`src/rtl/dsc_pkg.sv`:
```
// constants shared by the strobe capture control block and its calibration loops
// assumes one core clock domain; strobe, data and routing clocks arrive unsynchronised
// Function
// RULE_01 - register clock from routing or strobe
// RULE_02 - selected clock passes optional inversion
// RULE_03 - enable and reset from routing, each invertible
// RULE_04 - global tristate forwarded without change
// RULE_05 - double-rate registers on input and output
// RULE_06 - strobe pins feed delay onto strobe net
// RULE_07 - strobe drives sync register polarity logic
// RULE_08 - delay set by six-bit calibration code
// RULE_09 - two loops, each serves own half
// RULE_10 - loop tracks via system clock and feedback
// RULE_11 - code changes only between strobe bursts
package dsc_pkg;
	// ----------------------------------------
	// structure
	// ----------------------------------------
	localparam int N_HALF = 2; // one strobe channel per half
	localparam int N_RT_CLK = 4; // routing clocks offered
	localparam int CODE_W = 6; // calibration code width
	localparam int TAPS = 64; // delay taps, one per code value
	localparam logic [CODE_W-1:0] CODE_MAX = 6'h3f;
	localparam logic [2:0] SEL_STROBE = 3'h4; // select value for strobe net
	// ----------------------------------------
	// register map, byte addresses
	// ----------------------------------------
	localparam logic [7:0] OFS_CTRL = 8'h00;
	localparam logic [7:0] OFS_TX = 8'h04;
	localparam logic [7:0] OFS_STAT = 8'h08;
	localparam logic [7:0] OFS_CODE = 8'h0c;
	// ctrl fields
	localparam int CTRL_SEL_LSB = 0;
	localparam int CTRL_INV_BIT = 3;
	localparam int CTRL_CE_INV_BIT = 4;
	localparam int CTRL_RST_INV_BIT = 5;
	localparam int CTRL_OE_BIT = 6;
	localparam logic [6:0] CTRL_RST = 7'h00;
	localparam logic [3:0] TX_RST = 4'h0;
	// axi responses
	localparam logic [1:0] RESP_OKAY = 2'h0;
	localparam logic [1:0] RESP_SLVERR = 2'h2;
	// ----------------------------------------
	// cycle counts
	// ----------------------------------------
	localparam logic [4:0] IDLE_CYC = 5'h10; // quiet strobe cycles that end a burst
	localparam logic [7:0] CAL_GAP_CYC = 8'h7f; // spacing between loop launches
	localparam logic [7:0] CAL_TMO_CYC = 8'hff; // loop gives up waiting
endpackage : dsc_pkg

```
`src/rtl/cal_loop.sv`:
```
// one calibration loop: launches a level change, times its return through feedback
// assumes the feedback pin is asynchronous and returns the launch level unchanged
`timescale 1ns/1ps
module cal_loop (
	input wire logic i_clk,
	input wire logic i_rst_n,
	input wire logic i_ce,
	input wire logic i_fb,
	output logic o_launch,
	output logic [dsc_pkg::CODE_W-1:0] o_code,
	output logic o_lock
);
	import dsc_pkg::*;

	typedef enum logic {CAL_GAP, CAL_MEAS} cal_state_t;

	cal_state_t state_r, state_nxt; // gap or measuring
	logic fb_m_r, fb_s_r; // feedback synchroniser
	logic launch_r, launch_nxt; // launched level
	logic [7:0] cnt_r, cnt_nxt; // cycle counter
	logic [CODE_W-1:0] code_r, code_nxt; // measured code
	logic lock_r, lock_nxt; // two equal measures in a row

	// ----------------------------------------
	// next state
	// ----------------------------------------
	always_comb begin
		state_nxt = state_r;
		launch_nxt = launch_r;
		cnt_nxt = cnt_r + 8'h01;
		code_nxt = code_r;
		lock_nxt = lock_r;
		case (state_r)
			CAL_GAP: begin
				// wait so the feedback path settles between launches
				if (cnt_r == CAL_GAP_CYC) begin
					launch_nxt = ~launch_r;
					cnt_nxt = 8'h00;
					state_nxt = CAL_MEAS;
				end
			end
			CAL_MEAS: begin
				// returned level closes the loop; round trip becomes the code [RULE_10]
				if (fb_s_r == launch_r) begin
					code_nxt = (cnt_r > {2'h0, CODE_MAX}) ? CODE_MAX : cnt_r[CODE_W-1:0];
					lock_nxt = (code_nxt == code_r);
					cnt_nxt = 8'h00;
					state_nxt = CAL_GAP;
				end else if (cnt_r == CAL_TMO_CYC) begin
					// broken feedback: longest delay, not locked
					code_nxt = CODE_MAX;
					lock_nxt = 1'b0;
					cnt_nxt = 8'h00;
					state_nxt = CAL_GAP;
				end
			end
			default: begin
				state_nxt = CAL_GAP;
			end
		endcase
	end

	// ----------------------------------------
	// registers
	// ----------------------------------------
	always_ff @(posedge i_clk or negedge i_rst_n) begin
		if (!i_rst_n) begin
			state_r <= CAL_GAP;
			fb_m_r <= 1'b0;
			fb_s_r <= 1'b0;
			launch_r <= 1'b0;
			cnt_r <= 8'h00;
			code_r <= CODE_MAX;
			lock_r <= 1'b0;
		end else if (i_ce) begin
			state_r <= state_nxt;
			fb_m_r <= i_fb;
			fb_s_r <= fb_m_r;
			launch_r <= launch_nxt;
			cnt_r <= cnt_nxt;
			code_r <= code_nxt;
			lock_r <= lock_nxt;
		end
	end

	assign o_launch = launch_r;
	assign o_code = code_r;
	assign o_lock = lock_r;
endmodule : cal_loop

```
`src/rtl/ddr_strobe_capture_control.sv`:
```
// strobe capture control: clock, enable and reset selection, strobe delay and
// polarity, double-rate capture and launch, two calibration loops, axi4-lite registers
// assumes routing enable, reset and global tristate are on the core clock
//
// The implementer's own choices: the AXI4-Lite slave port and the address map.
`timescale 1ns/1ps
module ddr_strobe_capture_control (
	input wire logic I_CORE_CLK,
	input wire logic I_RST_N,
	input wire logic I_CE,
	input wire logic [dsc_pkg::N_RT_CLK-1:0] I_RT_CLK,
	input wire logic [dsc_pkg::N_HALF-1:0] I_DQS,
	input wire logic [dsc_pkg::N_HALF-1:0] I_DQ,
	input wire logic I_IO_CE,
	input wire logic I_IO_LSR,
	input wire logic I_GTS,
	input wire logic [dsc_pkg::N_HALF-1:0] I_CAL_FB,
	output logic [dsc_pkg::N_HALF-1:0] O_CAL_LAUNCH,
	output logic [dsc_pkg::N_HALF-1:0] O_DQS_DLY,
	output logic [dsc_pkg::N_HALF-1:0] O_DQ,
	output logic [dsc_pkg::N_HALF-1:0] O_DQ_OE_N,
	output logic O_SEL_CLK,
	output logic O_GTS,
	input wire logic [7:0] I_AXI_AWADDR,
	input wire logic I_AXI_AWVALID,
	output logic O_AXI_AWREADY,
	input wire logic [31:0] I_AXI_WDATA,
	input wire logic [3:0] I_AXI_WSTRB,
	input wire logic I_AXI_WVALID,
	output logic O_AXI_WREADY,
	output logic [1:0] O_AXI_BRESP,
	output logic O_AXI_BVALID,
	input wire logic I_AXI_BREADY,
	input wire logic [7:0] I_AXI_ARADDR,
	input wire logic I_AXI_ARVALID,
	output logic O_AXI_ARREADY,
	output logic [31:0] O_AXI_RDATA,
	output logic [1:0] O_AXI_RRESP,
	output logic O_AXI_RVALID,
	input wire logic I_AXI_RREADY
);
	import dsc_pkg::*;

	// ----------------------------------------
	// declarations
	// ----------------------------------------
	logic [6:0] ctrl_r, ctrl_nxt; // clock select, inversions, output enable
	logic [3:0] tx_r, tx_nxt; // {fall bits, rise bits} to launch
	logic aw_ok_r, aw_ok_nxt; // write address held
	logic [7:0] aw_addr_r, aw_addr_nxt;
	logic w_ok_r, w_ok_nxt; // write data held
	logic [31:0] w_data_r, w_data_nxt;
	logic [3:0] w_strb_r, w_strb_nxt;
	logic awready_r, awready_nxt;
	logic wready_r, wready_nxt;
	logic bvalid_r, bvalid_nxt;
	logic [1:0] bresp_r, bresp_nxt;
	logic arready_r, arready_nxt;
	logic rvalid_r, rvalid_nxt;
	logic [31:0] rdata_r, rdata_nxt;
	logic [1:0] rresp_r, rresp_nxt;
	logic [N_RT_CLK-1:0] rt_m_r, rt_s_r; // routing clock synchroniser
	logic sel_raw; // selected clock before inversion
	logic sel_clk_r, sel_prev_r; // selected clock and its last value
	logic sel_rise, sel_fall; // edges of the selected clock
	logic gts_r; // forwarded global tristate
	logic ce_eff, rst_eff; // enable and reset after polarity
	wire logic [N_HALF-1:0] dly_w, pol_w, idle_w, lock_w;
	wire logic [2*N_HALF-1:0] sync_w;
	wire logic [CODE_W-1:0] code_app_w [N_HALF];
	wire logic [CODE_W-1:0] cal_code_w [N_HALF];

	// ----------------------------------------
	// control selection
	// ----------------------------------------
	// clock from routing or from the delayed strobe net of the lower half [RULE_01]
	always_comb begin
		if (ctrl_r[CTRL_SEL_LSB+2:CTRL_SEL_LSB] == SEL_STROBE) begin
			sel_raw = dly_w[0];
		end else if (ctrl_r[CTRL_SEL_LSB+2] == 1'b0) begin
			sel_raw = rt_s_r[ctrl_r[CTRL_SEL_LSB+1:CTRL_SEL_LSB]];
		end else begin
			sel_raw = 1'b0; // unused codes park the clock low
		end
	end

	assign sel_rise = sel_clk_r & ~sel_prev_r;
	assign sel_fall = ~sel_clk_r & sel_prev_r;
	assign ce_eff = I_IO_CE ^ ctrl_r[CTRL_CE_INV_BIT]; // [RULE_03]
	assign rst_eff = I_IO_LSR ^ ctrl_r[CTRL_RST_INV_BIT]; // [RULE_03]

	// synchronisers, clock inversion stage, tristate forwarding
	always_ff @(posedge I_CORE_CLK or negedge I_RST_N) begin
		if (!I_RST_N) begin
			rt_m_r <= '0;
			rt_s_r <= '0;
			sel_clk_r <= 1'b0;
			sel_prev_r <= 1'b0;
			gts_r <= 1'b0;
		end else if (I_CE) begin
			rt_m_r <= I_RT_CLK;
			rt_s_r <= rt_m_r;
			sel_clk_r <= sel_raw ^ ctrl_r[CTRL_INV_BIT]; // [RULE_02]
			sel_prev_r <= sel_clk_r;
			gts_r <= I_GTS; // no select, no inversion [RULE_04]
		end
	end

	assign O_SEL_CLK = sel_clk_r;
	assign O_GTS = gts_r;

	// ----------------------------------------
	// per half: loop, delay, polarity, capture, launch
	// ----------------------------------------
	for (genvar c = 0; c < N_HALF; c++) begin : g_half
		logic dqs_m_r, dqs_s_r, dq_m_r, dq_s_r; // pin synchronisers
		logic [TAPS-1:0] line_r, line_nxt; // strobe delay taps
		logic dly_r, dly_nxt, dly_prev_r; // delayed strobe
		logic rise_q_r, rise_q_nxt, fall_q_r, fall_q_nxt; // double-rate input pair
		logic pol_r, pol_nxt; // burst opened with a rising edge
		logic [4:0] idle_cnt_r, idle_cnt_nxt;
		logic [CODE_W-1:0] code_app_r, code_app_nxt; // code in use by the taps
		logic [1:0] sync_r, sync_nxt; // {second, first} half of the pair
		logic dq_out_r, dq_out_nxt; // double-rate output register
		logic oe_n_r, oe_n_nxt;
		logic dly_rise, dly_fall, idle;

		// each half owns its loop [RULE_09]
		cal_loop u_cal (
			.i_clk(I_CORE_CLK),
			.i_rst_n(I_RST_N),
			.i_ce(I_CE),
			.i_fb(I_CAL_FB[c]),
			.o_launch(O_CAL_LAUNCH[c]),
			.o_code(cal_code_w[c]),
			.o_lock(lock_w[c])
		);

		assign dly_rise = dly_r & ~dly_prev_r;
		assign dly_fall = ~dly_r & dly_prev_r;
		assign idle = (idle_cnt_r == IDLE_CYC);

		// next values of the half
		always_comb begin
			line_nxt = {line_r[TAPS-2:0], dqs_s_r}; // [RULE_06]
			dly_nxt = line_r[code_app_r]; // tap chosen by code [RULE_08]
			rise_q_nxt = dly_rise ? dq_s_r : rise_q_r; // [RULE_05]
			fall_q_nxt = dly_fall ? dq_s_r : fall_q_r; // [RULE_05]
			idle_cnt_nxt = (dly_rise | dly_fall) ? 5'h00 : (idle ? idle_cnt_r : idle_cnt_r + 5'h01);
			// first edge after quiet sets the polarity for the burst [RULE_07]
			pol_nxt = (idle && (dly_rise | dly_fall)) ? dly_rise : pol_r;
			// loop code taken only while the strobe is quiet [RULE_11] [RULE_09]
			code_app_nxt = idle ? cal_code_w[c] : code_app_r;
			sync_nxt = sync_r;
			dq_out_nxt = dq_out_r;
			if (rst_eff) begin
				sync_nxt = 2'h0;
				dq_out_nxt = 1'b0;
			end else if (ce_eff) begin
				// sync registers order the pair by polarity [RULE_07]
				if (sel_rise) begin
					sync_nxt = pol_r ? {fall_q_r, rise_q_r} : {rise_q_r, fall_q_r};
					dq_out_nxt = tx_r[c]; // [RULE_05]
				end else if (sel_fall) begin
					dq_out_nxt = tx_r[N_HALF+c]; // [RULE_05]
				end
			end
			oe_n_nxt = gts_r | ~ctrl_r[CTRL_OE_BIT];
		end

		// registers of the half
		always_ff @(posedge I_CORE_CLK or negedge I_RST_N) begin
			if (!I_RST_N) begin
				dqs_m_r <= 1'b0;
				dqs_s_r <= 1'b0;
				dq_m_r <= 1'b0;
				dq_s_r <= 1'b0;
				line_r <= '0;
				dly_r <= 1'b0;
				dly_prev_r <= 1'b0;
				rise_q_r <= 1'b0;
				fall_q_r <= 1'b0;
				pol_r <= 1'b0;
				idle_cnt_r <= IDLE_CYC;
				code_app_r <= CODE_MAX;
				sync_r <= 2'h0;
				dq_out_r <= 1'b0;
				oe_n_r <= 1'b1;
			end else if (I_CE) begin
				dqs_m_r <= I_DQS[c];
				dqs_s_r <= dqs_m_r;
				dq_m_r <= I_DQ[c];
				dq_s_r <= dq_m_r;
				line_r <= line_nxt;
				dly_r <= dly_nxt;
				dly_prev_r <= dly_r;
				rise_q_r <= rise_q_nxt;
				fall_q_r <= fall_q_nxt;
				pol_r <= pol_nxt;
				idle_cnt_r <= idle_cnt_nxt;
				code_app_r <= code_app_nxt;
				sync_r <= sync_nxt;
				dq_out_r <= dq_out_nxt;
				oe_n_r <= oe_n_nxt;
			end
		end

		assign O_DQS_DLY[c] = dly_r;
		assign O_DQ[c] = dq_out_r;
		assign O_DQ_OE_N[c] = oe_n_r;
		assign dly_w[c] = dly_r;
		assign pol_w[c] = pol_r;
		assign idle_w[c] = idle;
		assign code_app_w[c] = code_app_r;
		assign sync_w[2*c+1:2*c] = sync_r;
	end

	// ----------------------------------------
	// axi4-lite slave
	// ----------------------------------------
	// address and data taken in either order; response once both are held
	always_comb begin
		aw_ok_nxt = aw_ok_r;
		aw_addr_nxt = aw_addr_r;
		w_ok_nxt = w_ok_r;
		w_data_nxt = w_data_r;
		w_strb_nxt = w_strb_r;
		bvalid_nxt = bvalid_r;
		bresp_nxt = bresp_r;
		ctrl_nxt = ctrl_r;
		tx_nxt = tx_r;
		if (I_AXI_AWVALID && awready_r) begin
			aw_ok_nxt = 1'b1;
			aw_addr_nxt = I_AXI_AWADDR;
		end
		if (I_AXI_WVALID && wready_r) begin
			w_ok_nxt = 1'b1;
			w_data_nxt = I_AXI_WDATA;
			w_strb_nxt = I_AXI_WSTRB;
		end
		if (bvalid_r && I_AXI_BREADY) begin
			bvalid_nxt = 1'b0;
		end
		if (aw_ok_r && w_ok_r && !bvalid_r) begin
			aw_ok_nxt = 1'b0;
			w_ok_nxt = 1'b0;
			bvalid_nxt = 1'b1;
			bresp_nxt = RESP_OKAY;
			if (aw_addr_r[7:2] == OFS_CTRL[7:2]) begin
				if (w_strb_r[0]) begin
					ctrl_nxt = w_data_r[6:0];
				end
			end else if (aw_addr_r[7:2] == OFS_TX[7:2]) begin
				if (w_strb_r[0]) begin
					tx_nxt = w_data_r[3:0];
				end
			end else if (aw_addr_r[7:2] == OFS_STAT[7:2] || aw_addr_r[7:2] == OFS_CODE[7:2]) begin
				bresp_nxt = RESP_OKAY; // read-only, write ignored
			end else begin
				bresp_nxt = RESP_SLVERR;
			end
		end
		awready_nxt = !aw_ok_nxt && !bvalid_nxt;
		wready_nxt = !w_ok_nxt && !bvalid_nxt;
	end

	// read: data sampled at the address edge, one cycle later
	always_comb begin
		rvalid_nxt = rvalid_r;
		rdata_nxt = rdata_r;
		rresp_nxt = rresp_r;
		if (rvalid_r && I_AXI_RREADY) begin
			rvalid_nxt = 1'b0;
		end
		if (I_AXI_ARVALID && arready_r) begin
			rvalid_nxt = 1'b1;
			rresp_nxt = RESP_OKAY;
			rdata_nxt = 32'h0000_0000;
			if (I_AXI_ARADDR[7:2] == OFS_CTRL[7:2]) begin
				rdata_nxt[6:0] = ctrl_r;
			end else if (I_AXI_ARADDR[7:2] == OFS_TX[7:2]) begin
				rdata_nxt[3:0] = tx_r;
			end else if (I_AXI_ARADDR[7:2] == OFS_STAT[7:2]) begin
				rdata_nxt[9:0] = {lock_w, idle_w, pol_w, sync_w};
			end else if (I_AXI_ARADDR[7:2] == OFS_CODE[7:2]) begin
				rdata_nxt = {2'h0, cal_code_w[1], 2'h0, cal_code_w[0], 2'h0, code_app_w[1], 2'h0, code_app_w[0]};
			end else begin
				rresp_nxt = RESP_SLVERR;
			end
		end
		arready_nxt = !rvalid_nxt;
	end

	always_ff @(posedge I_CORE_CLK or negedge I_RST_N) begin
		if (!I_RST_N) begin
			ctrl_r <= CTRL_RST;
			tx_r <= TX_RST;
			aw_ok_r <= 1'b0;
			aw_addr_r <= 8'h00;
			w_ok_r <= 1'b0;
			w_data_r <= 32'h0000_0000;
			w_strb_r <= 4'h0;
			awready_r <= 1'b0;
			wready_r <= 1'b0;
			bvalid_r <= 1'b0;
			bresp_r <= RESP_OKAY;
			arready_r <= 1'b0;
			rvalid_r <= 1'b0;
			rdata_r <= 32'h0000_0000;
			rresp_r <= RESP_OKAY;
		end else if (I_CE) begin
			ctrl_r <= ctrl_nxt;
			tx_r <= tx_nxt;
			aw_ok_r <= aw_ok_nxt;
			aw_addr_r <= aw_addr_nxt;
			w_ok_r <= w_ok_nxt;
			w_data_r <= w_data_nxt;
			w_strb_r <= w_strb_nxt;
			awready_r <= awready_nxt;
			wready_r <= wready_nxt;
			bvalid_r <= bvalid_nxt;
			bresp_r <= bresp_nxt;
			arready_r <= arready_nxt;
			rvalid_r <= rvalid_nxt;
			rdata_r <= rdata_nxt;
			rresp_r <= rresp_nxt;
		end
	end

	assign O_AXI_AWREADY = awready_r;
	assign O_AXI_WREADY = wready_r;
	assign O_AXI_BVALID = bvalid_r;
	assign O_AXI_BRESP = bresp_r;
	assign O_AXI_ARREADY = arready_r;
	assign O_AXI_RVALID = rvalid_r;
	assign O_AXI_RDATA = rdata_r;
	assign O_AXI_RRESP = rresp_r;
endmodule : ddr_strobe_capture_control

```
`config.mk`:
```
export PLATFORM = sky130hd
export DESIGN_NAME = ddr_strobe_capture_control
export DESIGN_NICKNAME = d
export VERILOG_FILES = /design/src/rtl/dsc_pkg.sv /design/src/rtl/cal_loop.sv /design/src/rtl/ddr_strobe_capture_control.sv
export SDC_FILE = /design/constraint.sdc
export NUM_CORES = 1
export LEC_CHECK = 0
export ABC_CLOCK_PERIOD_IN_PS = 2390
export BUFFER_PORTS_ARGS = -buffer_cell sky130_fd_sc_hd__buf_2
export CAP_MARGIN = 20
export CORE_ASPECT_RATIO = 1.2
export CORE_MARGIN = 5
export CORE_UTILIZATION = 59
export CTS_CLUSTER_DIAMETER = 100
export DETAILED_ROUTE_END_ITERATION = 12
export GPL_ROUTABILITY_DRIVEN = 0
export PLACE_DENSITY_LB_ADDON = 0.12
export SLEW_MARGIN = 20
export SYNTH_ARGS = -nofsm -noshare
export SYNTH_HDL_FRONTEND = slang
export SYNTH_SLANG_ARGS = --single-unit
```
`constraint.sdc`:
```
create_clock -name I_CORE_CLK -period 2.39 [get_ports I_CORE_CLK]
set_input_delay 0.1195 -clock I_CORE_CLK [delete_from_list [all_inputs] [get_ports I_CORE_CLK]]
set_output_delay 0.1195 -clock I_CORE_CLK [all_outputs]
set_load 0.03 [all_outputs]
```
# After elaboration in Yosys (flattened, before gate mapping)
# Cells that the tools add are included.
totals:
  reg_bits: 294
  out_inout_bits: 51
classes:
  n_bitwise: 24
  reduce_logical: 46
  n_eq_ne: 19
  n_addsub: 4
  mux: 76
  n_lt_le_gt_ge: 5
op_table:
  columns: ["operator", "n"]
  rows:
  - ["$mux W8", 6]
  - ["$mux W6", 6]
  - ["$pmux W8 S2", 2]
  - ["$mux W1", 31]
  - ["$mux W2", 15]
  - ["$mux W30", 1]
  - ["$reduce_and A2 Y1", 14]
  - ["$mux W26", 1]
  - ["$mux W25", 1]
  - ["$eq A6 B2 Y1 const B", 4]
  - ["$mux W20", 1]
  - ["$mux W5", 4]
  - ["$reduce_and A3 Y1", 6]
  - ["$add A8 B1 Y8 const B", 2]
  - ["$eq A8 B7 Y1 const B", 2]
  - ["$eq A8 B8 Y1 const B", 2]
  - ["$gt A8 B6 Y1 const B", 2]
  - ["$lt A6 B7 Y1 const B", 2]
  - ["$bmux W1 S6", 2]
  - ["$eq A6 B1 Y1 const B", 2]
  - ["$eq A6 B6 Y1", 2]
  - ["$logic_not A6 Y1", 2]
  - ["$not A1 Y1", 12]
  - ["$logic_and A1 B1 Y1", 11]
  - ["other kinds (20)", 41]

# Depth between registers and ports, before layout
# Gate-level depths: netlist of the first run.
depth:
  word_depth: 6
  ltp_mapped: 8
  mapped_depth_nobuf: 7

# By module
# From an unflattened synthesis of the first run, not the netlist that was laid out.
hier_totals:
  cells_unflattened: 1016
  hier_area_um2: 13314.0
by_module_without_submodules:
  columns: ["mod", "area_per_inst_um2", "seq_area_each_um2", "instances", "cells_each"]
  rows:
  - ["ddr_strobe_capture_control", 11049.3, 6174.7, 1, 796]
  - ["cal_loop", 1132.3, 483.0, 2, 110]

# Least setup slack after synthesis of the first run
# OpenSTA, ideal clock, no wires.
synth_path:
  kind: "register to register"
  start: "reg g_half[0].code_app_r[0]"
  end: "reg g_half[0].dly_r"
  t_required_ps: 2253
  path_stages_with_launch: 7
  path_buffers: 2
  slack_ps: 516
  synth_period_minus_slack_ps: 1874
  arrival_ps: 1737
  cell_sequence: "dfstp_2 buf_4 buf_6 mux4_2 mux2i_1 mux4_2 a31oi_1"
synth_via:
  elab_chain_len: 2
synth_rtl:
  columns: ["element", "line", "source"]
  rows:
  - ["start: declaration", "ddr_strobe_capture_control.sv:122", "logic [CODE_W-1:0] code_app_r, code_app_nxt;"]
  - ["start signal: assignment", "ddr_strobe_capture_control.sv:201", "code_app_r <= code_app_nxt;"]
  - ["$bmux W1 S6", "ddr_strobe_capture_control.sv:146", "dly_nxt = line_r[code_app_r];"]
  - ["$mux W1 (implied by the code)", "ddr_strobe_capture_control.sv:146", null]
  - ["end signal: assignment", "ddr_strobe_capture_control.sv:195", "dly_r <= dly_nxt;"]
  - ["end: declaration", "ddr_strobe_capture_control.sv:118", "logic dly_r, dly_nxt, dly_prev_r;"]
# No other way between the ends. The select of a mux whose other input is x is not followed.
# A chain may end at the register's enable or synchronous reset.

# Worst setup path in the final report of the first run
layout_path:
  start: "reg g_half[1].code_app_r[0]"
  end: "reg g_half[1].dly_r"
layout_via:
  elab_chain_len: 2
layout_rtl:
  columns: ["element", "line"]
  rows:
  - ["start: declaration", "ddr_strobe_capture_control.sv:122"]
  - ["start signal: assignment", "ddr_strobe_capture_control.sv:201"]
  - ["$bmux W1 S6", "ddr_strobe_capture_control.sv:146"]
  - ["$mux W1 (implied by the code)", "ddr_strobe_capture_control.sv:146"]
  - ["end signal: assignment", "ddr_strobe_capture_control.sv:195"]
  - ["end: declaration", "ddr_strobe_capture_control.sv:118"]
# No other way between the ends. The select of a mux whose other input is x is not followed.

==> metrics.yaml, run 1 <==
grt_first_pass_wirelength_microns: 44590
total_buffers_and_inverters_traversed_by_the_critical_path: 1
cts_root_buffer: "clkbuf_16"
chain_of_cells_forming_the_critical_path: "buf_4, mux2i_1, a31oi_1, a311oi_1, a41o_1, a31oi_1"
dieHeight_microns: 172.8
number_of_detailed_routing_iterations_run_before_antenna_repair: 5
gr-total-overflow: 0
p_total_mw: 14.15
drt-wirelength-per-cell_microns: 18.21
worstHoldEndpoint: "O_AXI_RDATA[7]$_DFFE_PN0P_"
timing.hold.worst.class: "input port to flip-flop"
comb_power_share_pct: 19.0
finalSetupViolations: 0
rrSetupSlack_ns: 0.29
number_of_hold_violations_in_the_final_report: 0
synth_async_sr_flop_share_pct: 100.0
timing.fmax_ghz: 0.4753
track_usage_pct: 20.71
detailroute.via_count: 8207
grt_max_degree: 88
worst-path-max-fanout: 13
dieWidth_microns: 145.7
areaGrowthSynthToFinish_pct: 15.14
post_syn_instances: 999
initial_utilization_pct: 60.05
final.setup.tns_ns: 0
period_share_pct: 88.04
critPathCaptureType: "flip-flop"
post_cts_resized: 0
fin_area_sq_um: 15010
number_of_synthesized_register_bits: 284
place_hpwl_microns: 16870
register_area_share_after_synthesis_pct: 54.79
cts.clk_slew.worst_paths_ns: 0.06
min-delay-start: "I_AXI_ARADDR[3]"
cts_buffer_depth: 3
cts.sinks: 284
arrival_ns: 2.50
number_of_top_level_pins: 124
number_of_enable_flip_flop_cells_after_synthesis: 0
post_cts_buffers: 0
r2r_path_start: "g_half[1].code_app_r[0]$_DFFE_PN1P_"
holdBufCountCts: 31
power_density_nw_per_um2: 942.7
nNetsFinal: 1193
power.ir.vdd_worst_mv: 1.035
cpMaxStageDelayCell: "dfstp_2"
worst_skew_pair.late_latency_ns: 0.53
drt_drc_violations_left: 0
layout.core_utilization_pct: 69.14
ant_nets: 0
drv_slew: 0
netlist_area_sq_um: 13030
count_of_distinct_cell_types_in_the_synthesized_netlist: 56
worst_setup_path_start_kind: "flip-flop"
cell_internal_pwr_mw: 10.06
clock-skew-final_ns: 0.007478
post_dr_vias_cell: 5.841
grt_setup_unrepaired: "no"
n_fill_cell: 1553
ys_warn_count: 0
cts_htree_levels: 1
placementRows: 59
outcome: "complete, no violations"
yosys_most_used_dff: "dfrtp_1"
first_global_vias: 8621
cts_made_buffers: 29
sequentialPowerShare_pct: 48.8
switching_power_mw: 4.090
crit_top_cell: "a31oi_1"
reg2regPathDepth: 6
n_antenna_cell: 0
wirelength_microns: 25580
core_area_sq_um: 21700
critical_path_required_ns: 2.78
synth.avg_cell_area_sq_um: 13.05
placement.io_buffers: 83
pwr-share-clk_pct: 32.2
relSlewSlack_pct: 44.32
regToRegEndpoint: "g_half[1].dly_r$_DFFE_PN0P_"
timing_worst_setup_path_type: "flip-flop to flip-flop"
switching_share_pct: 28.91
critical_path.top_delay_family: "flip-flops"
min_tclk_post_route_ns: 2.104
drv.max_cap_violation_count: 0
drive_gt1_share_pct: 36.16
cpPeakStageDelay_ns: 0.76
placed_cell_area_sq_um: 13720
area_of_the_die_sq_um: 25170
grt_antenna_before_repair: 0
transition_time_of_the_tightest_slew_check_pin_ns: 0.8353
cts_tree: "yes"
initialDrtViolationCount: 411
static-leakage-power_nw: 6.859
critical_path.startpoint: "g_half[1].code_app_r[0]$_DFFE_PN1P_"
hold_path_depth: 2
-- how the worst max path moves through the flow --
| stage | endpoint | slack [ns] | cells past startpoint |
|---|---|---|---|
| after CTS | g_half[1].dly_r$_DFFE_PN0P_ | 0.27 | 6 |
| after global placement | g_half[1].dly_r$_DFFE_PN0P_ | 0.32 | 6 |
| after global routing | g_half[1].dly_r$_DFFE_PN0P_ | 0.14 | 6 |
| after floorplan | g_half[0].dly_r$_DFFE_PN0P_ | 0.52 | 6 |
| final | g_half[1].dly_r$_DFFE_PN0P_ | 0.29 | 6 |
| after detailed placement | g_half[1].dly_r$_DFFE_PN0P_ | 0.28 | 6 |
-- layout by cell type (no fill, tap or decap), types with 24 or more instances in the layout --
master / netlist / final
a22o_1: 26 / 26
buf_2: 7 / 81
buf_4: 19 / 24
clkbuf_16: 0 / 29
dfrtp_1: 257 / 257
dfstp_2: 27 / 27
dlygate4sd3_1: 0 / 31
mux2_2: 193 / 193
mux2i_1: 53 / 53
nand2_1: 57 / 57
nand3_1: 25 / 25
nor2_1: 36 / 36
o21ai_0: 35 / 35
-- metal layers --
| metal | track usage [%] | wire length, microns |
|---|---|---|
| met5 | 0 | 0 |
| met4 | 4.938 | 423 |
| met3 | 3.508 | 1164 |
| met2 | 33.40 | 12380 |
| met1 | 29.76 | 11610 |
-- state kept, by name, indices dropped and copies added (netlist names), 4 cells and up --
name                 flops
O_AXI_RDATA             26
aw_addr_r                6
ctrl_r                   7
g_half.code_app_r       12
g_half.idle_cnt_r       10
g_half.line_r          128
g_half.sync_r            4
g_half.u_cal.cnt_r      16
g_half.u_cal.o_code     12
rt_m_r                   4
rt_s_r                   4
tx_r                     4
w_data_r                 7
-- cells in the mapped netlist, types with 5 or more instances --
| library cell | instances | area [sq um] |
|---|---|---|
| dfrtp_1 | 257 | 6431 |
| mux2_2 | 193 | 2173 |
| nand2_1 | 57 | 214.0 |
| mux2i_1 | 53 | 530.5 |
| clkbuf_1 | 37 | 138.9 |
| nor2_1 | 36 | 135.1 |
| o21ai_0 | 35 | 175.2 |
| dfstp_2 | 27 | 709.4 |
| a22o_1 | 26 | 227.7 |
| nand3_1 | 25 | 125.1 |
| a21oi_1 | 23 | 115.1 |
| mux4_2 | 23 | 518.0 |
| inv_1 | 22 | 82.58 |
| buf_4 | 19 | 142.6 |
| nand2b_1 | 14 | 87.58 |
| ha_1 | 11 | 137.6 |
| a22oi_1 | 10 | 75.07 |
| nor3_1 | 9 | 45.04 |
| xnor2_1 | 9 | 78.83 |
| xor2_1 | 9 | 78.83 |
| o2bb2ai_1 | 8 | 70.07 |
| buf_2 | 7 | 35.03 |
| nor2b_1 | 7 | 43.79 |
| o31ai_1 | 7 | 52.55 |
| a31oi_1 | 6 | 37.54 |
| o41ai_1 | 5 | 43.79 |
-- power by group through the flow --
| stage | sequential [mW] | combinational [mW] | clock (mW) |
|---|---|---|---|
| 2_1_floorplan | 6.69 | 2.10 | 0 |
| 3_3_place_gp | 6.93 | 2.59 | 0 |
| 3_5_place_dp | 6.97 | 2.67 | 0 |
| 4_1_cts | 6.89 | 2.73 | 4.67 |
| 5_1_grt | 7.07 | 3.01 | 4.89 |
| 6_report | 6.90 | 2.69 | 4.56 |
-- area by class of cell --
cell class                 count  area (sq um)  area share (%)
timing repair buffer         141         982.2           6.546
tap                          274         342.8           2.285
clock buffer                  44         882.1           5.878
multi-input combinational    630          5477           36.50
inverter                      23         86.33          0.5753
clock inverter                 9         95.09          0.6337
sequential                   284          7141           47.59
-- per-stage QoR --
stage | setup slack [ns] | instances | hold slack, ns
final | 0.2859 | 1405 | 0.02722
after global routing | 0.1360 | 1405 | 0.01658
after CTS | 0.2728 | 1405 | 0.001377
after detailed placement | 0.2785 | 1321 | 0.1714
after global placement | 0.3203 | 1321 | 0.1676
after floorplan | 0.5165 | 1006 | -0.1761
-- logic make-up after synthesis --
family                   count (synthesis)  share of synthesized area (%)
AO/OA/AOI/OAI                          148                          8.017
XOR/XNOR                                18                          1.210
adder cells (fa/ha/maj)                 11                          1.056
buffers and inverters                   92                          3.389
flip-flops                             284                          54.79
multiplexers                           269                          24.72
other                                    1                        0.02877
AND/OR/NAND/NOR                        176                          6.788
(Power assumes the default switching activity.)
==> run 2: changes to the inputs <==
- CORE_UTILIZATION: 59 -> 60
- SYNTH_HIERARCHICAL: unset -> 1
==> metrics.yaml, run 2 <==
outcome: "complete, no violations"  # unchanged
netlist_area_sq_um: 13310  # was 13030 sq um
ys_warn_count: 6  # was 0
clock-skew-final_ns: 0.01478  # was 0.007478 ns
transition_time_of_the_tightest_slew_check_pin_ns: 0.6555  # was 0.8353 ns
n_antenna_cell: 0  # unchanged
initialDrtViolationCount: 410  # was 411
grt_antenna_before_repair: 1  # was 0
count_of_distinct_cell_types_in_the_synthesized_netlist: 69  # was 56
drv.max_cap_violation_count: 0  # unchanged
cts.sinks: 284  # unchanged
drive_gt1_share_pct: 35.79  # was 36.16%
grt_first_pass_wirelength_microns: 45030  # was 44590 microns
drt-wirelength-per-cell_microns: 18.84  # was 18.21 microns
placement.io_buffers: 83  # unchanged
first_global_vias: 8799  # was 8621
place_hpwl_microns: 18110  # was 16870 microns
static-leakage-power_nw: 7.139  # was 6.859 nW
critical_path.startpoint: "I_AXI_ARADDR[5]"  # was g_half[1].code_app_r[0]$_DFFE_PN1P_
netlist.area_leader.share_pct: 48.30  # was 49.35%
fin_area_sq_um: 15360  # was 15010 sq um
post_dr_vias_cell: 5.854  # was 5.841
critPathCaptureType: "flip-flop"  # unchanged
placed_cell_area_sq_um: 13950  # was 13720 sq um
nNetsFinal: 1214  # was 1193
finalSetupViolations: 0  # unchanged
largest-register: "g_half.line_r"  # unchanged
cts.clk_slew.worst_paths_ns: 0.06  # about the same
max_ffs_per_register: 128  # unchanged
detailroute.via_count: 8359  # was 8207
ant_nets: 0  # unchanged
yosys-top-cells-count: "257 x dfrtp_1, 200 x mux2_2, 61 x mux2i_1, 60 x nand2_1, 34 x inv_1"  # was 257 x dfrtp_1, 193 x mux2_2, 57 x nand2_1, 53 x mux2i_1, 37 x clkbuf_1
synth_compound_gate_area_share_pct: 7.838  # was 8.017%
cts_htree_levels: 1  # unchanged
worst_setup_path_start_kind: "input port"  # was flip-flop
synth_async_sr_flop_share_pct: 100.0  # unchanged
cts_made_buffers: 30  # was 29
synth.avg_cell_area_sq_um: 13.10  # was 13.05 sq um
synth_top_area_cell: "dfrtp_1"  # unchanged
arrival_ns: 2.68  # was 2.50 ns
register_area_share_after_synthesis_pct: 53.63  # was 54.79%
post_synth_and_or_nand_nor_area_fraction_pct: 7.227  # was 6.788%
cts_buffer_depth: 3  # unchanged
worst_skew_pair.late_latency_ns: 0.55  # was 0.53 ns
critical_path_required_ns: 2.84  # was 2.78 ns
wirelength_microns: 26900  # was 25580 microns
number_of_top_level_pins: 124  # unchanged
power.ir.vdd_worst_mv: 0.5566  # was 1.035 mV
relSlewSlack_pct: 56.30  # was 44.32%
grt_max_degree: 98  # was 88
number_of_synthesized_register_bits: 284  # unchanged
final.setup.tns_ns: 0  # unchanged
power_density_nw_per_um2: 892.1  # was 942.7 nW/um^2
gr-total-overflow: 0  # unchanged
synth_mux_area_share_pct: 24.83  # was 24.72%
timing.fmax_ghz: 0.4481  # was 0.4753 GHz
min-delay-start: "I_AXI_ARADDR[4]"  # was I_AXI_ARADDR[3]
drv_slew: 0  # unchanged
yosys_most_used_dff: "dfrtp_1"  # unchanged
drt_drc_violations_left: 0  # unchanged
core_area_sq_um: 21780  # was 21700 sq um
areaGrowthSynthToFinish_pct: 15.34  # was 15.14%
grt_setup_unrepaired: "no"  # unchanged
synth_xor_area_share_pct: 1.231  # was 1.210%
cts_root_buffer: "clkbuf_16"  # unchanged
post-synth-top-count-cell: "dfrtp_1"  # unchanged
initial_utilization_pct: 61.14  # was 60.05%
period_share_pct: 93.37  # was 88.04%
post_syn_instances: 1016  # was 999
dieHeight_microns: 173.2  # was 172.8 microns
synth_top_family_by_area: "multiplexers"  # unchanged
timing.hold.worst.class: "input port to flip-flop"  # unchanged
track_usage_pct: 21.25  # was 20.71%
cts_tree: "yes"  # unchanged
number_of_hold_violations_in_the_final_report: 0  # unchanged
top_cells_by_area_in_the_synthesized_netlist: "dfrtp_1 48%, mux2_2 17%, dfstp_2 5.3%"  # was dfrtp_1 49%, mux2_2 17%, dfstp_2 5.4%
commonest_cells_after_routing_fill_and_taps_aside: "257 x dfrtp_1, 200 x mux2_2, 81 x buf_2"  # was 257 x dfrtp_1, 193 x mux2_2, 81 x buf_2
dieWidth_microns: 146.0  # was 145.7 microns
number_of_enable_flip_flop_cells_after_synthesis: 0  # unchanged
min_tclk_post_route_ns: 2.232  # was 2.104 ns
placementRows: 59  # unchanged
post_synth_fa_ha_maj_area_fraction_pct: 1.034  # was 1.056%
worst-path-max-fanout: 3  # was 13
timing_worst_setup_path_type: "input port to flip-flop"  # was flip-flop to flip-flop
r2r_path_start: "g_half[0].code_app_r[0]$_DFFE_PN1P_"  # was g_half[1].code_app_r[0]$_DFFE_PN1P_
most_common_library_cell_in_the_layout_ignoring_fill_and_taps: "dfrtp_1"  # unchanged
area_of_the_die_sq_um: 25280  # was 25170 sq um
number_of_detailed_routing_iterations_run_before_antenna_repair: 5  # unchanged
## run 2: metrics by stage
step           hold WS, ns  cells  total power [mW]  setup WS [ns]  util, %
2_1_floorplan      -0.1761   1023             8.126         0.5263        -
3_3_place_gp       0.08748   1338             8.716         0.3058    64.04
3_5_place_dp       0.08481   1338             8.817         0.2828    64.04
4_1_cts           0.007730   1428             13.84        0.08035    70.49
5_1_grt            0.06065   1428             14.40        0.04916    70.51
6_report           0.03950   1428             13.70         0.1584    70.51
## run 2: where the power goes
part	internal, mW	switching [mW]
clock	3.04	1.87
combinational	1.17	1.05
sequential	5.72	0.843
total	9.94	3.76
## run 2: worst max-delay path, cell delays in order
cell and delay, ns:
dlygate4sd3_1 0.54, buf_2 0.13, nor4_2 0.33, dlygate4sd3_1 0.62, o311ai_0 0.13, dlygate4sd3_1 0.59, a221oi_1 0.24
## run 2: layout make-up
cell class / instances / area [sq um]
clock buffer: 46 / 870.8
clock inverter: 10 / 191.4
fill: 1521 / 6421
inverter: 35 / 131.4
multi-input combinational: 638 / 5649
sequential: 284 / 7141
tap: 274 / 342.8
timing repair buffer: 141 / 1030
## run 2: layer usage
layer	share of wire (%)	wire length, microns	vias up	track usage (%)
met5	0.026	7	-	0
met4	1.9	498	2	5.098
met3	4.2	1134	38	3.246
met2	50	13460	176	36.26
met1	44	11800	4223	28.95
li1	-	-	3920	-
## run 2: cells by family after synthesis
group,Yosys count
flops,284
mux,280
simple gates,183
compound gates,139
buf+inv,101
xor+xnor,17
fa+ha+maj,11
other cells,1
## run 2: repair_timing
item                                    CTS  global route
hold endpoints to repair                297             0
endpoints found under the setup margin    0             1
buffers inserted                          0             0
resized for setup                         0             1
hold buffers                             34             0
## run 2: path summary, 6_finish.rpt
kind / to / slack (ns) / depth (start not counted)
min: O_AXI_RDATA[1]$_DFFE_PN0P_ / 0.04 / 4
min in group asynchronous: g_half[0].line_r[21]$_DFFE_PN0P_ / 0.10 / 2
max in group asynchronous: g_half[0].code_app_r[5]$_DFFE_PN1P_ / 1.59 / 3
min reg2reg: g_half[0].u_cal/fb_s_r$_DFFE_PN0P_ / 0.50 / 1
max: O_AXI_RDATA[0]$_DFFE_PN0P_ / 0.16 / 7
max reg2reg: O_AXI_RDATA[0]$_DFFE_PN0P_ / 0.24 / 6
==> run 3: changes to the inputs <==
- CAP_MARGIN: 20 -> unset
- CTS_CLUSTER_DIAMETER: 100 -> 40
- RECOVER_POWER: unset -> 25
==> metrics.yaml, run 3 (synthesized netlist as in run 2, its figures left out) <==
number_of_detailed_routing_iterations_run_before_antenna_repair: 5  # unchanged
gr-total-overflow: 0  # unchanged
grt_max_degree: 98  # unchanged
min_tclk_post_route_ns: 2.094  # was 2.232 ns
worst-path-max-fanout: 15  # was 3
nNetsFinal: 1219  # was 1214
cts_made_buffers: 36  # was 30
grt_first_pass_wirelength_microns: 45510  # was 45030 microns
period_share_pct: 87.63  # was 93.37%
regToRegEndpoint: "g_half[1].dly_r$_DFFE_PN0P_"  # was O_AXI_RDATA[0]$_DFFE_PN0P_
track_usage_pct: 21.67  # was 21.25%
cts.sinks: 284  # unchanged
finalSetupViolations: 0  # unchanged
number_of_hold_violations_in_the_final_report: 0  # unchanged
violated_checks: "capacitance limit, slew limit"
cts_htree_levels: 2  # was 1
post_dr_vias_cell: 5.859  # was 5.854
n_fill_cell: 1524  # was 1521
dieWidth_microns: 146.0  # unchanged
timing.hold.worst.class: "input port to flip-flop"  # unchanged
grt_antenna_before_repair: 3  # was 1
cts_tree: "yes"  # unchanged
first_global_vias: 8826  # was 8799
worst_setup_path_start_kind: "flip-flop"  # was input port
place_hpwl_microns: 18110  # unchanged
most_common_library_cell_in_the_layout_ignoring_fill_and_taps: "dfrtp_1"  # unchanged
post_cts_buffers: 0  # unchanged
power_density_nw_per_um2: 917.6  # was 892.1 nW/um^2
areaGrowthSynthToFinish_pct: 16.26  # was 15.34%
ant_nets: 0  # unchanged
seqCellArea_sq_um: 7141  # unchanged
switching_power_mw: 4.003  # was 3.762 mW
area_of_the_die_sq_um: 25280  # unchanged
initialDrtViolationCount: 440  # was 410
max_ffs_per_register: 128  # unchanged
rrSetupSlack_ns: 0.30  # was 0.24 ns
inst_count_dp: 1338  # unchanged
r2r_path_start: "g_half[1].code_app_r[0]$_DFFE_PN1P_"  # was g_half[0].code_app_r[0]$_DFFE_PN1P_
timing_worst_setup_path_type: "flip-flop to flip-flop"  # was input port to flip-flop
power.ir.vdd_worst_mv: 0.7133  # was 0.5566 mV
wirelength_microns: 27350  # was 26900 microns
critical_path_required_ns: 2.76  # was 2.84 ns
final_cell_count_no_fill: 1436  # was 1428
drt-wirelength-per-cell_microns: 19.05  # was 18.84 microns
placementRows: 59  # unchanged
reg2regPathDepth: 6  # unchanged
dieHeight_microns: 173.2  # unchanged
critPathCaptureType: "flip-flop"  # unchanged
worst_skew_pair.late_latency_ns: 0.51  # was 0.55 ns
multi_input_area_sq_um: 5643  # was 5649 sq um
placement.io_buffers: 83  # unchanged
drt_drc_violations_left: 0  # unchanged
detailroute.via_count: 8414  # was 8359
grt_setup_unrepaired: "no"  # unchanged
cts_root_buffer: "clkbuf_16"  # unchanged
commonest_cells_after_routing_fill_and_taps_aside: "257 x dfrtp_1, 200 x mux2_2, 81 x buf_2"  # unchanged
number_of_top_level_pins: 124  # unchanged
transition_time_of_the_tightest_slew_check_pin_ns: 1.580  # was 0.6555 ns
timing.fmax_ghz: 0.4774  # was 0.4481 GHz
initial_utilization_pct: 61.14  # unchanged
endpoint: "g_half[1].dly_r$_DFFE_PN0P_"  # was O_AXI_RDATA[0]$_DFFE_PN0P_
drive_gt1_share_pct: 36.81  # was 35.79%
p_total_mw: 14.20  # was 13.70 mW
outcome: "finished with violations"  # was complete, no violations
drv.max_cap_violation_count: 1  # was 0
relSlewSlack_pct: -5.320  # was 56.30%
sequentialPowerShare_pct: 46.3  # was 47.9%
drv_slew: 54  # was 0
cell_internal_pwr_mw: 10.20  # was 9.938 mW
largest-register: "g_half.line_r"  # unchanged
clock-skew-final_ns: 0.01303  # was 0.01478 ns
static-leakage-power_nw: 7.204  # was 7.139 nW
final.setup.tns_ns: 0  # unchanged
switching_share_pct: 28.19  # was 27.46%
cts.clk_slew.worst_paths_ns: 0.06  # about the same
cts_buffer_depth: 3  # unchanged
critical_path.startpoint: "g_half[1].code_app_r[0]$_DFFE_PN1P_"  # was I_AXI_ARADDR[5]
pwr-share-clk_pct: 38.1  # was 35.9%
comb_power_share_pct: 15.6  # was 16.2%
arrival_ns: 2.47  # was 2.68 ns
core_area_sq_um: 21780  # unchanged
[run 3: cell count changes in the layout (fill, tap and decap cells not counted), sizes merged, moves of 2 or more]
cell / change
bufinv: -2
inv: +4
clkbuf: -2
clkinvlp: +3
clkinv: +5
diode: +2
[run 3: power groups by stage]
| stage | Clock (mW) | Sequential (mW) | Combinational [mW] |
|---|---|---|---|
| floorplan | 0 | 6.40 | 1.73 |
| global placement | 0 | 6.61 | 2.11 |
| detailed placement | 0 | 6.63 | 2.18 |
| CTS | 5.52 | 6.57 | 2.24 |
| global route | 5.75 | 6.70 | 2.46 |
| finish | 5.41 | 6.58 | 2.22 |
[run 3: critical path, cell delays in order, from the launching register on]
cell and delay (ns):
dfstp_2 0.75, buf_4 0.34, mux2i_1 0.23, a31oi_1 0.10, a311oi_1 0.29, a41o_1 0.21, a31oi_1 0.04
[run 3: timing repair]
item	4_1_cts	5_1_grt
hold buffers	33	0
hold endpoints to repair	268	0
gates resized for setup	0	0
[run 3: worst min-delay path by stage]
| stage | endpoint | cells past startpoint | startpoint |
|---|---|---|---|
| 2_1_floorplan | O_AXI_ARREADY$_DFFE_PN0P_ | 0 | I_RST_N |
| 3_3_place_gp | g_half[0].line_r[15]$_DFFE_PN0P_ | 1 | I_RST_N |
| 3_5_place_dp | g_half[0].line_r[21]$_DFFE_PN0P_ | 1 | I_RST_N |
| 4_1_cts | O_AXI_RDATA[0]$_DFFE_PN0P_ | 4 | I_AXI_ARADDR[3] |
| 5_1_grt | O_AXI_RDATA[0]$_DFFE_PN0P_ | 4 | I_AXI_ARADDR[3] |
| 6_report | O_AXI_ARREADY$_DFFE_PN0P_ | 3 | I_AXI_ARVALID |
[run 3: cell type report]
class / count / share of cell area (%)
Antenna cell: 2 / 0.03233
Inverter: 35 / 0.8488
Timing Repair Buffer: 140 / 6.523
Clock buffer: 43 / 6.386
Multi-Input combinational cell: 638 / 36.46
Tap cell: 274 / 2.215
Clock inverter: 20 / 1.407
Sequential cell: 284 / 46.13
[run 3: stage by stage]
step	area (sq um)	hold slack, ns	util (%)	setup WS, ns
floorplan	13340	-0.1761	-	0.5263
global placement	13950	0.08748	64.04	0.3058
detailed placement	13950	0.08481	64.04	0.2828
CTS	15480	0.04964	71.10	0.2808
global route	15480	0.08200	71.08	0.1724
finish	15480	0.07517	71.08	0.2955
[run 3: routing by layer]
metal,global-route usage [%],share of wire (%)
met3,4.476,5.2
met5,0,0.026
met1,29.16,43
met2,36.22,50
met4,5.804,2.0
